[src/core/scirq_defines.svh]
// register offsets, field positions, reset values and masks of the interrupt enable block
`ifndef SCIRQ_DEFINES_SVH
`define SCIRQ_DEFINES_SVH

`define SCIRQ_ADDR_W 8
`define SCIRQ_DATA_W 32
`define SCIRQ_NSRC 18

`define SCIRQ_OFS_ENCLR 8'h00
`define SCIRQ_OFS_ENSET 8'h04
`define SCIRQ_OFS_FLAG 8'h08
`define SCIRQ_OFS_LOCK 8'h0c

`define SCIRQ_EN_RESET 32'h00000000
`define SCIRQ_FLAG_RESET 32'h00000000
`define SCIRQ_LOCK_RESET 1'h0
`define SCIRQ_IMPL_MASK 32'h00038fff

`define SCIRQ_BIT_XTAL_RDY 0
`define SCIRQ_BIT_XTAL32K_RDY 1
`define SCIRQ_BIT_RC32K_RDY 2
`define SCIRQ_BIT_RC8M_RDY 3
`define SCIRQ_BIT_FLL_RDY 4
`define SCIRQ_BIT_FLL_OOB 5
`define SCIRQ_BIT_FLL_FINE 6
`define SCIRQ_BIT_FLL_COARSE 7
`define SCIRQ_BIT_FLL_REFSTOP 8
`define SCIRQ_BIT_BOD_RDY 9
`define SCIRQ_BIT_BOD_DET 10
`define SCIRQ_BIT_BOD_SYNC 11
`define SCIRQ_BIT_PLL_GAINED 15
`define SCIRQ_BIT_PLL_LOST 16
`define SCIRQ_BIT_PLL_TIMEOUT 17

`define SCIRQ_BIT_LOCK 0

`endif

[src/core/scirq_pkg.sv]
// types shared by the interrupt enable block
`include "scirq_defines.svh"

package scirq_pkg;

    typedef enum logic [1:0] {
        SCIRQ_IDLE = 2'h1,
        SCIRQ_RESP = 2'h2
    } scirq_bus_state_t;

    typedef struct packed {
        scirq_bus_state_t busState;
        logic ack;
        logic [`SCIRQ_DATA_W-1:0] rdData;
        logic [`SCIRQ_NSRC-1:0] flagSnap;
        logic lock;
        logic [`SCIRQ_NSRC-1:0] req;
        logic irq;
    } scirq_top_state_t;

    typedef struct packed {
        logic en;
    } scirq_en_state_t;

    typedef struct packed {
        logic flag;
    } scirq_flag_state_t;

endpackage

[src/core/scirq_enable_cell.sv]
// one interrupt enable bit driven by separate set and clear strobes
`timescale 1ns/1ps
`default_nettype none

module scirq_enable_cell (
    input wire logic mclk,
    input wire logic rst_n,
    input wire logic setStb,
    input wire logic clrStb,
    output logic enOut
);

    scirq_pkg::scirq_en_state_t st_reg;
    scirq_pkg::scirq_en_state_t st_next;

    always_comb begin
        st_next = st_reg;
        // RULE1 zero keeps enable
        if (setStb) begin
            st_next.en = 1'b1;
        end else if (clrStb) begin
            st_next.en = 1'b0;
        end
    end

    always_ff @(posedge mclk or negedge rst_n) begin
        if (!rst_n) begin
            st_reg <= '{en: 1'b0};
        end else begin
            st_reg <= st_next;
        end
    end

    assign enOut = st_reg.en;

endmodule

`default_nettype wire

[src/core/scirq_flag_cell.sv]
// one sticky interrupt flag: an event sets it, a committed read clears it
`timescale 1ns/1ps
`default_nettype none

module scirq_flag_cell (
    input wire logic mclk,
    input wire logic rst_n,
    input wire logic eventIn,
    input wire logic clrStb,
    output logic flagOut
);

    scirq_pkg::scirq_flag_state_t st_reg;
    scirq_pkg::scirq_flag_state_t st_next;

    always_comb begin
        st_next = st_reg;
        // an event in the clearing cycle wins so it is never lost
        if (eventIn) begin
            st_next.flag = 1'b1;
        end else if (clrStb) begin
            st_next.flag = 1'b0;
        end
    end

    always_ff @(posedge mclk or negedge rst_n) begin
        if (!rst_n) begin
            st_reg <= '{flag: 1'b0};
        end else begin
            st_reg <= st_next;
        end
    end

    assign flagOut = st_reg.flag;

endmodule

`default_nettype wire

[src/core/scirq_ctrl.sv]
// interrupt enable set/clear register pair with sticky flags behind a classic wishbone slave
// Behaviour
// RULE1: writing a zero to any enable bit in the set or clear register leaves that enable as it was.
// RULE2: a one written to bits 3..0 of the clear register clears the 8 MHz, 32 kHz, external 32 kHz or crystal ready enable.
// RULE3: the set register resets to zero and a write while write protection is on changes nothing.
// RULE4: a one written to bit 17 of the set register sets the pll lock-timeout enable.
// RULE5: a one written to bit 16 of the set register sets the pll lock-lost enable.
// RULE6: a one written to bit 15 of the set register sets the pll lock-gained enable.
// RULE7: a one written to bit 11 of the set register sets the brown-out sync-ready enable.
// RULE8: a one written to bit 10 of the set register sets the brown-out detect enable.
// RULE9: a source requests an interrupt whenever its enable is one and its flag is set, and never with enable zero.
// RULE10: bits 9..0 of the set register hold the remaining enables, brown-out ready down to crystal ready.
// RULE11: a one written to bit 15 or bits 11..8 of the clear register clears the matching enable.
// RULE12: both registers read back the live enables, with bits 31..18 and 14..12 reading zero and ignoring writes.
//
// Our own choice: the Wishbone register port.
`timescale 1ns/1ps
`default_nettype none
`include "scirq_defines.svh"

module scirq_ctrl (
    input wire logic mclk,
    input wire logic rst_n,
    input wire logic wb_cyc_i,
    input wire logic wb_stb_i,
    input wire logic wb_we_i,
    input wire logic [`SCIRQ_ADDR_W-1:0] wb_adr_i,
    input wire logic [3:0] wb_sel_i,
    input wire logic [`SCIRQ_DATA_W-1:0] wb_dat_i,
    output logic [`SCIRQ_DATA_W-1:0] wb_dat_o,
    output logic wb_ack_o,
    input wire logic [`SCIRQ_NSRC-1:0] srcEvent,
    output logic [`SCIRQ_NSRC-1:0] irqReq,
    output logic irq,
    output logic wpLocked
);

    scirq_pkg::scirq_top_state_t st_reg;
    scirq_pkg::scirq_top_state_t st_next;

    // live state of the per-source cells
    logic [`SCIRQ_DATA_W-1:0] enVec;
    wire logic [`SCIRQ_DATA_W-1:0] flagVec;

    // named enables, one cell each
    logic pll_lock_timeout_en;
    logic pll_lock_lost_en;
    logic pll_lock_gained_en;
    logic brownout_sync_ready_en;
    logic brownout_detect_en;
    logic brownout_ready_en;
    logic fll_ref_stopped_en;
    logic fll_coarse_lock_en;
    logic fll_fine_lock_en;
    logic fll_out_of_bounds_en;
    logic fll_ready_en;
    logic rc8m_ready_en;
    logic rc32k_ready_en;
    logic xtal32k_ready_en;
    logic xtal_ready_en;

    // per-source set/clear/flag-clear strobes, valid only in the commit cycle, and the masked event inputs
    logic [`SCIRQ_DATA_W-1:0] setStb;
    logic [`SCIRQ_DATA_W-1:0] clrStb;
    logic [`SCIRQ_DATA_W-1:0] flagClr;
    logic [`SCIRQ_DATA_W-1:0] eventVec;

    // decode of the bus request
    logic [`SCIRQ_ADDR_W-1:0] wordAddr;
    logic busReq;
    logic hitClr;
    logic hitSet;
    logic hitFlag;
    logic hitLock;
    logic commit;
    logic [`SCIRQ_DATA_W-1:0] laneMask;
    logic [`SCIRQ_DATA_W-1:0] wrBits;
    logic [`SCIRQ_DATA_W-1:0] rdMux;
    logic enWrAllowed;

    localparam logic [`SCIRQ_DATA_W-1:0] IMPL_MASK = `SCIRQ_IMPL_MASK;

    assign wordAddr = {wb_adr_i[`SCIRQ_ADDR_W-1:2], 2'h0};
    assign busReq = wb_cyc_i && wb_stb_i;
    assign hitClr = (wordAddr == `SCIRQ_OFS_ENCLR);
    assign hitSet = (wordAddr == `SCIRQ_OFS_ENSET);
    assign hitFlag = (wordAddr == `SCIRQ_OFS_FLAG);
    assign hitLock = (wordAddr == `SCIRQ_OFS_LOCK);

    // the edge that samples ack high is the one at which a write lands
    assign commit = (st_reg.busState == scirq_pkg::SCIRQ_RESP) && st_reg.ack && busReq;

    assign laneMask = {{8{wb_sel_i[3]}}, {8{wb_sel_i[2]}}, {8{wb_sel_i[1]}}, {8{wb_sel_i[0]}}};

    // RULE12 reserved bits ignore writes
    assign wrBits = wb_dat_i & laneMask & IMPL_MASK;

    // RULE3 protection blocks enable writes
    assign enWrAllowed = commit && wb_we_i && !st_reg.lock;

    // RULE1 only ones produce strobes
    // RULE4 set strobes per bit
    // RULE10 low enables share the same path
    assign setStb = (enWrAllowed && hitSet) ? wrBits : `SCIRQ_EN_RESET;

    // RULE2 clear strobes per bit
    // RULE11 upper bits clear as well
    assign clrStb = (enWrAllowed && hitClr) ? wrBits : `SCIRQ_EN_RESET;

    // only the flags the read really returned are cleared, later events survive
    assign flagClr = (commit && !wb_we_i && hitFlag) ?
        {{(`SCIRQ_DATA_W-`SCIRQ_NSRC){1'b0}}, st_reg.flagSnap} : `SCIRQ_FLAG_RESET;

    assign eventVec = {{(`SCIRQ_DATA_W-`SCIRQ_NSRC){1'b0}}, srcEvent} & IMPL_MASK;

    genvar gi;
    generate
        for (gi = 0; gi < `SCIRQ_DATA_W; gi = gi + 1) begin : g_src
            if (IMPL_MASK[gi]) begin : g_impl
                scirq_flag_cell u_flag (
                    .mclk(mclk),
                    .rst_n(rst_n),
                    .eventIn(eventVec[gi]),
                    .clrStb(flagClr[gi]),
                    .flagOut(flagVec[gi])
                );
            end else begin : g_rsvd
                // RULE12 reserved bits read zero
                assign flagVec[gi] = 1'b0;
            end
        end
    endgenerate

    // RULE10 enable word layout
    always_comb begin
        enVec = `SCIRQ_EN_RESET;
        enVec[`SCIRQ_BIT_PLL_TIMEOUT] = pll_lock_timeout_en;
        enVec[`SCIRQ_BIT_PLL_LOST] = pll_lock_lost_en;
        enVec[`SCIRQ_BIT_PLL_GAINED] = pll_lock_gained_en;
        enVec[`SCIRQ_BIT_BOD_SYNC] = brownout_sync_ready_en;
        enVec[`SCIRQ_BIT_BOD_DET] = brownout_detect_en;
        enVec[`SCIRQ_BIT_BOD_RDY] = brownout_ready_en;
        enVec[`SCIRQ_BIT_FLL_REFSTOP] = fll_ref_stopped_en;
        enVec[`SCIRQ_BIT_FLL_COARSE] = fll_coarse_lock_en;
        enVec[`SCIRQ_BIT_FLL_FINE] = fll_fine_lock_en;
        enVec[`SCIRQ_BIT_FLL_OOB] = fll_out_of_bounds_en;
        enVec[`SCIRQ_BIT_FLL_RDY] = fll_ready_en;
        enVec[`SCIRQ_BIT_RC8M_RDY] = rc8m_ready_en;
        enVec[`SCIRQ_BIT_RC32K_RDY] = rc32k_ready_en;
        enVec[`SCIRQ_BIT_XTAL32K_RDY] = xtal32k_ready_en;
        enVec[`SCIRQ_BIT_XTAL_RDY] = xtal_ready_en;
    end

    // one cell per source keeps each enable traceable to its bit
    // RULE4 lock-timeout cell
    scirq_enable_cell u_pll_lock_timeout (
        .mclk(mclk),
        .rst_n(rst_n),
        .setStb(setStb[`SCIRQ_BIT_PLL_TIMEOUT]),
        .clrStb(clrStb[`SCIRQ_BIT_PLL_TIMEOUT]),
        .enOut(pll_lock_timeout_en)
    );
    // RULE5 lock-lost cell
    scirq_enable_cell u_pll_lock_lost (
        .mclk(mclk),
        .rst_n(rst_n),
        .setStb(setStb[`SCIRQ_BIT_PLL_LOST]),
        .clrStb(clrStb[`SCIRQ_BIT_PLL_LOST]),
        .enOut(pll_lock_lost_en)
    );
    // RULE6 lock-gained cell
    scirq_enable_cell u_pll_lock_gained (
        .mclk(mclk),
        .rst_n(rst_n),
        .setStb(setStb[`SCIRQ_BIT_PLL_GAINED]),
        .clrStb(clrStb[`SCIRQ_BIT_PLL_GAINED]),
        .enOut(pll_lock_gained_en)
    );
    // RULE7 sync-ready cell
    scirq_enable_cell u_brownout_sync_ready (
        .mclk(mclk),
        .rst_n(rst_n),
        .setStb(setStb[`SCIRQ_BIT_BOD_SYNC]),
        .clrStb(clrStb[`SCIRQ_BIT_BOD_SYNC]),
        .enOut(brownout_sync_ready_en)
    );
    // RULE8 detect cell
    scirq_enable_cell u_brownout_detect (
        .mclk(mclk),
        .rst_n(rst_n),
        .setStb(setStb[`SCIRQ_BIT_BOD_DET]),
        .clrStb(clrStb[`SCIRQ_BIT_BOD_DET]),
        .enOut(brownout_detect_en)
    );
    // RULE10 brown-out ready cell
    scirq_enable_cell u_brownout_ready (
        .mclk(mclk),
        .rst_n(rst_n),
        .setStb(setStb[`SCIRQ_BIT_BOD_RDY]),
        .clrStb(clrStb[`SCIRQ_BIT_BOD_RDY]),
        .enOut(brownout_ready_en)
    );
    // RULE10 reference-stopped cell
    scirq_enable_cell u_fll_ref_stopped (
        .mclk(mclk),
        .rst_n(rst_n),
        .setStb(setStb[`SCIRQ_BIT_FLL_REFSTOP]),
        .clrStb(clrStb[`SCIRQ_BIT_FLL_REFSTOP]),
        .enOut(fll_ref_stopped_en)
    );
    // RULE10 coarse lock cell
    scirq_enable_cell u_fll_coarse_lock (
        .mclk(mclk),
        .rst_n(rst_n),
        .setStb(setStb[`SCIRQ_BIT_FLL_COARSE]),
        .clrStb(clrStb[`SCIRQ_BIT_FLL_COARSE]),
        .enOut(fll_coarse_lock_en)
    );
    // RULE10 fine lock cell
    scirq_enable_cell u_fll_fine_lock (
        .mclk(mclk),
        .rst_n(rst_n),
        .setStb(setStb[`SCIRQ_BIT_FLL_FINE]),
        .clrStb(clrStb[`SCIRQ_BIT_FLL_FINE]),
        .enOut(fll_fine_lock_en)
    );
    // RULE10 out-of-bounds cell
    scirq_enable_cell u_fll_out_of_bounds (
        .mclk(mclk),
        .rst_n(rst_n),
        .setStb(setStb[`SCIRQ_BIT_FLL_OOB]),
        .clrStb(clrStb[`SCIRQ_BIT_FLL_OOB]),
        .enOut(fll_out_of_bounds_en)
    );
    // RULE10 fll ready cell
    scirq_enable_cell u_fll_ready (
        .mclk(mclk),
        .rst_n(rst_n),
        .setStb(setStb[`SCIRQ_BIT_FLL_RDY]),
        .clrStb(clrStb[`SCIRQ_BIT_FLL_RDY]),
        .enOut(fll_ready_en)
    );
    // RULE2 8 MHz cell
    scirq_enable_cell u_rc8m_ready (
        .mclk(mclk),
        .rst_n(rst_n),
        .setStb(setStb[`SCIRQ_BIT_RC8M_RDY]),
        .clrStb(clrStb[`SCIRQ_BIT_RC8M_RDY]),
        .enOut(rc8m_ready_en)
    );
    // RULE2 32 kHz cell
    scirq_enable_cell u_rc32k_ready (
        .mclk(mclk),
        .rst_n(rst_n),
        .setStb(setStb[`SCIRQ_BIT_RC32K_RDY]),
        .clrStb(clrStb[`SCIRQ_BIT_RC32K_RDY]),
        .enOut(rc32k_ready_en)
    );
    // RULE2 crystal 32 kHz cell
    scirq_enable_cell u_xtal32k_ready (
        .mclk(mclk),
        .rst_n(rst_n),
        .setStb(setStb[`SCIRQ_BIT_XTAL32K_RDY]),
        .clrStb(clrStb[`SCIRQ_BIT_XTAL32K_RDY]),
        .enOut(xtal32k_ready_en)
    );
    // RULE2 crystal ready cell
    scirq_enable_cell u_xtal_ready (
        .mclk(mclk),
        .rst_n(rst_n),
        .setStb(setStb[`SCIRQ_BIT_XTAL_RDY]),
        .clrStb(clrStb[`SCIRQ_BIT_XTAL_RDY]),
        .enOut(xtal_ready_en)
    );

    // read data selection, taken when the request is first seen
    always_comb begin
        rdMux = `SCIRQ_EN_RESET;
        case (1'b1)
            // RULE12 both registers show live enables
            hitClr: begin
                rdMux = enVec;
            end
            hitSet: begin
                rdMux = enVec;
            end
            hitFlag: begin
                rdMux = flagVec;
            end
            hitLock: begin
                rdMux[`SCIRQ_BIT_LOCK] = st_reg.lock;
            end
            default: begin
                rdMux = `SCIRQ_EN_RESET;
            end
        endcase
    end

    always_comb begin
        st_next = st_reg;

        // RULE9 request is enable and flag
        st_next.req = enVec[`SCIRQ_NSRC-1:0] & flagVec[`SCIRQ_NSRC-1:0];
        // RULE9 enable zero masks the source
        st_next.irq = |(enVec[`SCIRQ_NSRC-1:0] & flagVec[`SCIRQ_NSRC-1:0]);

        case (st_reg.busState)
            scirq_pkg::SCIRQ_IDLE: begin
                st_next.ack = 1'b0;
                if (busReq && !st_reg.ack) begin
                    st_next.busState = scirq_pkg::SCIRQ_RESP;
                    st_next.ack = 1'b1;
                    // unmapped addresses answer with zero and take no write
                    st_next.rdData = wb_we_i ? `SCIRQ_EN_RESET : rdMux;
                    st_next.flagSnap = (wb_we_i || !hitFlag) ? {`SCIRQ_NSRC{1'b0}} : flagVec[`SCIRQ_NSRC-1:0];
                end
            end
            scirq_pkg::SCIRQ_RESP: begin
                // one-cycle ack; the master releases right after it
                st_next.ack = 1'b0;
                st_next.busState = scirq_pkg::SCIRQ_IDLE;
                st_next.flagSnap = {`SCIRQ_NSRC{1'b0}};
                // the lock register stays writable so software can lift protection
                if (commit && wb_we_i && hitLock && wb_sel_i[0]) begin
                    st_next.lock = wb_dat_i[`SCIRQ_BIT_LOCK];
                end
            end
            default: begin
                st_next.busState = scirq_pkg::SCIRQ_IDLE;
                st_next.ack = 1'b0;
            end
        endcase
    end

    always_ff @(posedge mclk or negedge rst_n) begin
        if (!rst_n) begin
            st_reg <= '{busState: scirq_pkg::SCIRQ_IDLE,
                        ack: 1'b0,
                        rdData: `SCIRQ_EN_RESET,
                        flagSnap: {`SCIRQ_NSRC{1'b0}},
                        lock: `SCIRQ_LOCK_RESET,
                        req: {`SCIRQ_NSRC{1'b0}},
                        irq: 1'b0};
        end else begin
            st_reg <= st_next;
        end
    end

    assign wb_ack_o = st_reg.ack;
    assign wb_dat_o = st_reg.rdData;
    assign irqReq = st_reg.req;
    assign irq = st_reg.irq;
    assign wpLocked = st_reg.lock;

endmodule

`default_nettype wire

[config.mk]
export PLATFORM = sky130hd
export DESIGN_NAME = scirq_ctrl
export DESIGN_NICKNAME = d
export VERILOG_FILES = /design/src/core/scirq_pkg.sv /design/src/core/scirq_enable_cell.sv /design/src/core/scirq_flag_cell.sv /design/src/core/scirq_ctrl.sv
export VERILOG_INCLUDE_DIRS = /design/src /design/src/core
export SDC_FILE = /design/constraint.sdc
export NUM_CORES = 1
export LEC_CHECK = 0
export BUFFER_PORTS_ARGS = -buffer_cell sky130_fd_sc_hd__buf_2
export CAP_MARGIN = 30
export CORE_UTILIZATION = 45
export CTS_CLUSTER_SIZE = 28
export DETAILED_ROUTE_END_ITERATION = 10
export GPL_TIMING_DRIVEN = 1
export PLACE_DENSITY = 0.79
export SLEW_MARGIN = 20
export SYNTH_ARGS = -nofsm -noshare
export SYNTH_HDL_FRONTEND = slang
export SYNTH_SLANG_ARGS = --single-unit
export TNS_END_PERCENT = 10
[constraint.sdc]
create_clock -name mclk -period 3.08 [get_ports mclk]
set_clock_uncertainty 0.2 [all_clocks]
set_input_delay 0.308 -clock mclk [delete_from_list [all_inputs] [get_ports mclk]]
set_output_delay 0.308 -clock mclk [all_outputs]
set_load 0.02 [all_outputs]
After elaboration in Yosys (flattened, before gate mapping):

Cells that the tools add are included.

* eq/ne operators: 6
* mux-type cells: 75
* bitwise operators: 2
* reduce and logical (&&, ||, !) cells: 53

Operators by type and width (count)
* $mux 18: 4
* $mux 1: 64
* $reduce_bool 2->1: 31
* $mux 53: 1
* $mux 17: 3
* $and 18x18->18: 2
* $pmux 18 s2: 1
* $mux 32: 1
* $reduce_or 18->1: 1
* $eq 6x2->1 const B: 2
* $logic_and 1x1->1: 12
* $logic_not 8->1: 1
* $eq 6x1->1 const B: 1
* $reduce_and 2->1: 3
* $logic_not 1->1: 4
* $mux 3: 1
* $eq 2x1->1 const B: 1
* $eq 2x2->1 const B: 1
* $ne 2x2->1 const B: 1
* $logic_or 1x1->1: 1

* bits in registers: 103
* input port bits: 67
* output and inout port bits: 53

Logic depth before layout (Yosys ltp):

Gate-level depths: netlist of run 1.

* depth after elaboration: 9
* mapped depth: 7
* mapped depth without buffers: 5

By module:

A second synthesis of run 1 with hierarchy kept.

* cell total of the unflattened synthesis: 361
* area total of the unflattened synthesis: 3875.0 sq um

By module, submodules not included
* scirq_ctrl: times used 1, cells each 271, area each 2786.4 sq um, seq. area each 1252.5 sq um
* scirq_enable_cell: times used 15, cells each 3, area each 36.3 sq um, seq. area each 25.0 sq um
* scirq_flag_cell: times used 15, cells each 3, area each 36.3 sq um, seq. area each 25.0 sq um

Worst setup path before layout of run 1:

OpenSTA, ideal clock, no wires.

* kind: reg-to-reg
* start point: register st_reg[71] (netlist bit)
* end point: register st_reg, in the netlist wb_dat_o[10]
* library setup time: 0.066 ns
* arrival time: 1.735 ns
* slack: 1.079 ns
* stages on the path, launching flop included: 6
* buffers on the path: 1
* clock period less this slack: 2.001 ns
* cell sequence: dfstp_2 -> ha_1 -> nand4b_1 -> nor4_2 -> buf_4 -> a221o_1

* word-level cells in the longest chain between the ends: 2

Ends and longest elaborated chain
* start: declaration: line scirq_ctrl.sv:38 `scirq_pkg::scirq_top_state_t st_reg;`
* start signal: assignment: line scirq_ctrl.sv:337 `st_reg <= '{busState: scirq_pkg::SCIRQ_IDLE,`
* start signal: assignment: line scirq_ctrl.sv:345 `st_reg <= st_next;`
* $eq 2x1->1: line scirq_ctrl.sv:307 `case (st_reg.busState)`
* $reduce_and 2->1 (no source line)

Every way passes these cells.
A chain may end at the register's enable or synchronous reset.

Worst setup path after layout of run 1:

Same ends and word-level chain as after synthesis.

==> run metrics, run 1 <==
CTS tree yes; post-CTS setup buffer count 0; max reg flops 17; WP data required 3120 ps; Critical Path Fanout Max 10; antenna viol nets, final 0; Mean Syn Cell Area 12.2 um^2; Std-Cell Rows 32; total die area 8550 um^2; peak supply drop 0.336 mV; chip height 92.5 um; CTS Buffer Depth 2; LEAKAGE 2.12 nW; drt pass-1 iters 4; max-cap violation count 0; Die W 92.5 um; post-synthesis sequential area ratio 54.4%; Detailed Route Iter0 Violations 134; status finished clean; Placer Congestion 0.801; total CTS buffers 9; f_max 434 MHz; port bufs 76; fin cells 476; final net count 438; DRC 0; RSZ-0062 raised after global routing false; num ports 120; Routed Wire Length 8100 um; Mapped Area 3680 um^2; total number of vias 2603; post-DR wirelength/cell 17.0 um; hpwl dp 5240 um; Max-slew headroom 58.7%; Hold/Removal Path Class in2reg; Overflow after GRT 0; Data arrival, critical path 2340 ps; cells after synthesis 303; Antenna Cells 0; commonest non-fill, non-tap cells in the layout dfrtp_1 (79), buf_2 (75), nand4_1 (31); Root Buffer clkbuf_8; fin worst setup slack 775 ps; CP Launch Type flop; share of layout cells above drive strength 1 32.6%; post-route setup TNS 0 ps; Yosys Warn Count 0; final hold violations 0; CTS clock-pin slew for the worst setup and hold paths 80 ps; Num Clock Sinks 80; Finished Core Util 55.1%; final setup vio count 0; first-pass GRT wire length 13200 um; Area growth, synth to finish 16.7%; Tmin final 2300 ps; Post-synth EDFFs 0; Worst Setup Path Type reg2reg; clock latency at the later pin of the worst-skew pair 350 ps; DP Worst Slack 793 ps; fraction of registers with async set/reset 100%; Max Slew Vio Count 0; number of global-route vias before repair 2583; Primary FF master, synth dfrtp_1; initial antenna violation count 0; depth of the CTS H-tree 3; # fillers 670; synth unique cells 38; period utilisation layout 74.8%; most common cell after layout, fill and taps aside dfrtp_1; synthesized flop and latch total 80; Initial Utilization 47.2%; GRT Overall Usage 20.3%; critical path endpoint category flop; power per cell area 517 nW/um^2; Vias/cell 5.47; Slew @ Worst Pin 611 ps; CORE AREA 7810 um^2; Inst Count DP 443; largest net degree at the start of global routing 81
-- layer usage --
metal	wire, um	GRT usage (%)	vias to the layer above
met1	3350	25.9	1310
met2	4080	33.3	106
met3	559	5.75	10
li1	-	-	1177
met4	108	6.90	0
met5	0	0	-
-- logic make-up (layout without fill, tap and decap cells) --
logic type,Yosys count,count (layout),share of synthesized area [%]
AND/OR/NAND/NOR,84,84,15.3
buffers and inverters,69,121,12.6
AO/OA/AOI/OAI,50,50,11.8
other,1,20,0.102
flip-flops,80,80,54.4
adder cells (fa/ha/maj),2,2,0.679
multiplexers,17,17,5.16
-- critical path: stages, from the launching register on --
cell	delay, ps
dfstp_2	540
ha_1	220
nand4b_1	440
buf_4	360
and2_0	160
a221o_1	260
-- cells in the mapped netlist (2+ instances only) --
cell      instances  area, um^2
nor2_1            4        15.0
a22o_1           16         140
and2_1           22         138
clkbuf_1          9        33.8
ha_1              2        25.0
and2_0            7        43.8
nand2_1           3        11.3
and4_1            2        17.5
mux2_1            2        22.5
buf_4            51         383
a221o_1          14         140
a21o_1           16         120
inv_1             3        11.3
nor4bb_1          3        30.0
nor4_1            2        12.5
buf_2             4        20.0
mux2_2           14         158
dfrtp_1          79        1980
nand4_1          31         194
-- per-stage QoR --
step,hold WS (ps),area (um^2),power [mW]
global route,6.89,4300,2.32
finish,20.2,4300,2.22
detailed placement,263,3890,1.37
global placement,260,3890,1.36
CTS,8.92,4270,2.23
floorplan,-188,3760,1.29
-- power by group --
group / internal [mW] / total, mW / switching [mW]
logic: 0.0947 / 0.286 / 0.191
clock network: 0.461 / 0.850 / 0.389
registers: 1.07 / 1.09 / 0.0129
total: 1.63 / 2.22 / 0.592
-- path summary, 6_finish.rpt --
path,from,end,slack (ps),cells after the start
worst max-delay path,st_reg[71],wb_dat_o[10],780,5
worst min-delay path,wb_dat_i[0],wpLocked,20,2
worst max register to register,st_reg[71],wb_dat_o[10],780,5
worst min register to register,st_reg[71],st_reg[71],270,2
max in group asynchronous,rst_n,u_rc8m_ready.enOut,1960,3
min in group asynchronous,rst_n,irqReq[0],160,2
-- layout make-up --
class	count	area, um^2	area share [%]
multi-input combinational	173	1300	30.3
inverter	3	11.3	0.262
tap	102	128	2.97
timing repair buffer	102	638	14.8
clock buffer	10	128	2.97
clock inverter	6	90.1	2.10
sequential	80	2000	46.6
-- repair_timing --
action                                  4_1_cts  5_1_grt
gates resized for setup                       0        0
hold buffers                                 16        0
endpoints found under the hold margin        94        0
endpoints found under the setup margin        0        0
No activity file was read; power rests on OpenSTA's default activity.
==> run 2: changes to the inputs <==
PLACE_DENSITY = 0.82   (was 0.79)
clock period = 1.85 ns   (was 3.08 ns; I/O delays follow)
==> run 2 against run 1 <==
  * The flow now finishes with violations (setup timing)
  * Via count up 7.1%
  * Die area unchanged
  * Count of clock-buffer cells in the layout down 1
  * Utilization up 5.4 points
  * Combinational power up 120%
  * Critical path type unchanged
  * Sequential share of layout area down 4.2 points
  * Non-clock buffer count up 25
==> run metrics, run 2 (synthesis results as in run 1) <==
Area growth, synth to finish 28.1% (was 16.7%); commonest non-fill, non-tap cells in the layout dfrtp_1 (79), buf_2 (75), nand4_1 (31) (unchanged); violated checks setup timing; Slew @ Worst Pin 514 ps (was 611 ps); max reg flops 17 (unchanged); total CTS buffers 9 (unchanged); period utilisation layout 100% (was 74.8%); Detailed Route Iter0 Violations 169 (was 134); CTS clock-pin slew for the worst setup and hold paths 80 ps (about the same); drt pass-1 iters 4 (unchanged); final setup vio count 4 (was 0); largest net degree at the start of global routing 42 (was 81); Initial Utilization 47.2% (unchanged); LEAKAGE 2.31 nW (was 2.12 nW); CP peak stage delay 550 ps (was 540 ps); fin worst setup slack -3.74 ps (was 775 ps); Tmin final 1850 ps (was 2300 ps); first-pass GRT wire length 14300 um (was 13200 um); worst path cell trace inv_1 > ha_4 > nor2_2 > nor4b_4 > buf_4 > buf_12 > a22o_1 (was ha_1 > nand4b_1 > buf_4 > and2_0 > a221o_1); Hold/Removal Path Class in2reg (unchanged); f_max 539 MHz (was 434 MHz); depth of the CTS H-tree 3 (unchanged); share of layout cells above drive strength 1 37.3% (was 32.6%); Data arrival, critical path 1940 ps (was 2340 ps); most common cell after layout, fill and taps aside dfrtp_1 (unchanged); initial antenna violation count 0 (unchanged); Finished Core Util 60.4% (was 55.1%); Overflow after GRT 0 (unchanged); cells on worst reg2reg path 7 (was 5); total number of vias 2788 (was 2603); CTS tree yes (unchanged); RSZ-0062 raised after global routing true (was false); final hold violations 0 (unchanged); Die W 92.5 um (unchanged); post-DR wirelength/cell 18.0 um (was 17.0 um); post-route cell area 4720 um^2 (was 4300 um^2); Num Clock Sinks 80 (unchanged); Root Buffer clkbuf_8 (unchanged); Worst path top cell family by delay flip-flops (was simple AND/OR/NAND/NOR gates); max-cap violation count 0 (unchanged); Worst Setup Path Type reg2reg (unchanged); Vias/cell 5.56 (was 5.47); Placer Congestion 0.834 (was 0.801); GRT Overall Usage 22.2% (was 20.3%); number of buffers and inverters on the critical path 3 (was 1); number of global-route vias before repair 2775 (was 2583); antenna viol nets, final 0 (unchanged); final net count 463 (was 438); Max-slew headroom 65.7% (was 58.7%); cell area after placement 4080 um^2 (was 3890 um^2); peak supply drop 0.486 mV (was 0.336 mV); cell depth of the worst setup path 7 (was 5); Critical Path Fanout Max 8 (was 10); CTS Buffer Depth 2 (unchanged); slowest CP cell dfstp_2 (unchanged); hpwl dp 5820 um (was 5240 um); Antenna Cells 0 (unchanged); Max Slew Vio Count 0 (unchanged); WP data required 1930 ps (was 3120 ps); chip height 92.5 um (unchanged); total die area 8550 um^2 (unchanged); port bufs 76 (unchanged); status complete, but fails checks (was finished clean); CORE AREA 7810 um^2 (unchanged); clock latency at the later pin of the worst-skew pair 350 ps (about the same); critical path endpoint category flop (unchanged); Routed Wire Length 9040 um (was 8100 um); power per cell area 825 nW/um^2 (was 517 nW/um^2); CP Launch Type flop (unchanged); hold depth 3 (was 2); num ports 120 (unchanged); DRC 0 (unchanged); Std-Cell Rows 32 (unchanged)
[run 2: area by class of cell]
type / count / area, um^2
clock buffer: 9 / 124
sequential: 80 / 2000
tap: 102 / 128
multi-input combinational: 173 / 1400
inverter: 3 / 11.3
fill: 618 / 3090
clock inverter: 7 / 103
timing repair buffer: 127 / 956
[run 2: final timing paths]
path / start / endpoint / slack (ps)
setup / recovery: st_reg[71] / st_reg[29] / -4
hold / removal: wb_dat_i[11] / u_brownout_sync_ready.enOut / 20
setup reg to reg: st_reg[71] / st_reg[29] / -4
hold reg to reg: st_reg[71] / st_reg[71] / 280
max in group asynchronous: rst_n / st_reg[29] / 700
min in group asynchronous: rst_n / wb_dat_o[0] / 150
[run 2: routing by layer]
metal | track usage (%) | up-vias | wire length, um
li1 | - | 1229 | -
met1 | 27.8 | 1406 | 3710
met2 | 36.7 | 132 | 4570
met3 | 4.84 | 21 | 539
met4 | 10.0 | 0 | 216
met5 | 0 | - | 0
[run 2: what timing repair did]
item / CTS / global route
setup endpoints to repair: 40 / 45
pin swaps: 8 / 6
buffers inserted: 1 / 1
cloned: 1 / 1
endpoints found under the hold margin: 65 / 0
resized for setup: 14 / 9
hold buffers: 25 / 0
[run 2: power by group]
group	switching [mW]	internal (mW)	leakage (nW)
logic	0.351	0.287	1.17
registers	0.0265	1.79	1.03
clock network	0.665	0.774	0.110
total	1.04	2.85	2.31
[run 2: through the flow]
stage                     hold slack (ps)  setup TNS [ps]  setup WS (ps)  total power [mW]  cells
after detailed placement            -4.71           -2020           -118              2.39    456
final                                20.0           -9.61          -3.74              3.89    501
after global routing                 8.95           -1730          -75.6              4.06    501
after CTS                            11.7               0          0.713              3.89    499
after global placement              -12.4           -1080          -81.4              2.38    456
after floorplan                      -311           -2310          -95.0              2.15    322
[run 2: worst register-to-register path, cell delays in order, from the launching register on]
cell	delay, ps
dfstp_2	550
inv_1	70
ha_4	240
nor2_2	90
nor4b_4	190
buf_4	190
buf_12	120
a22o_1	140
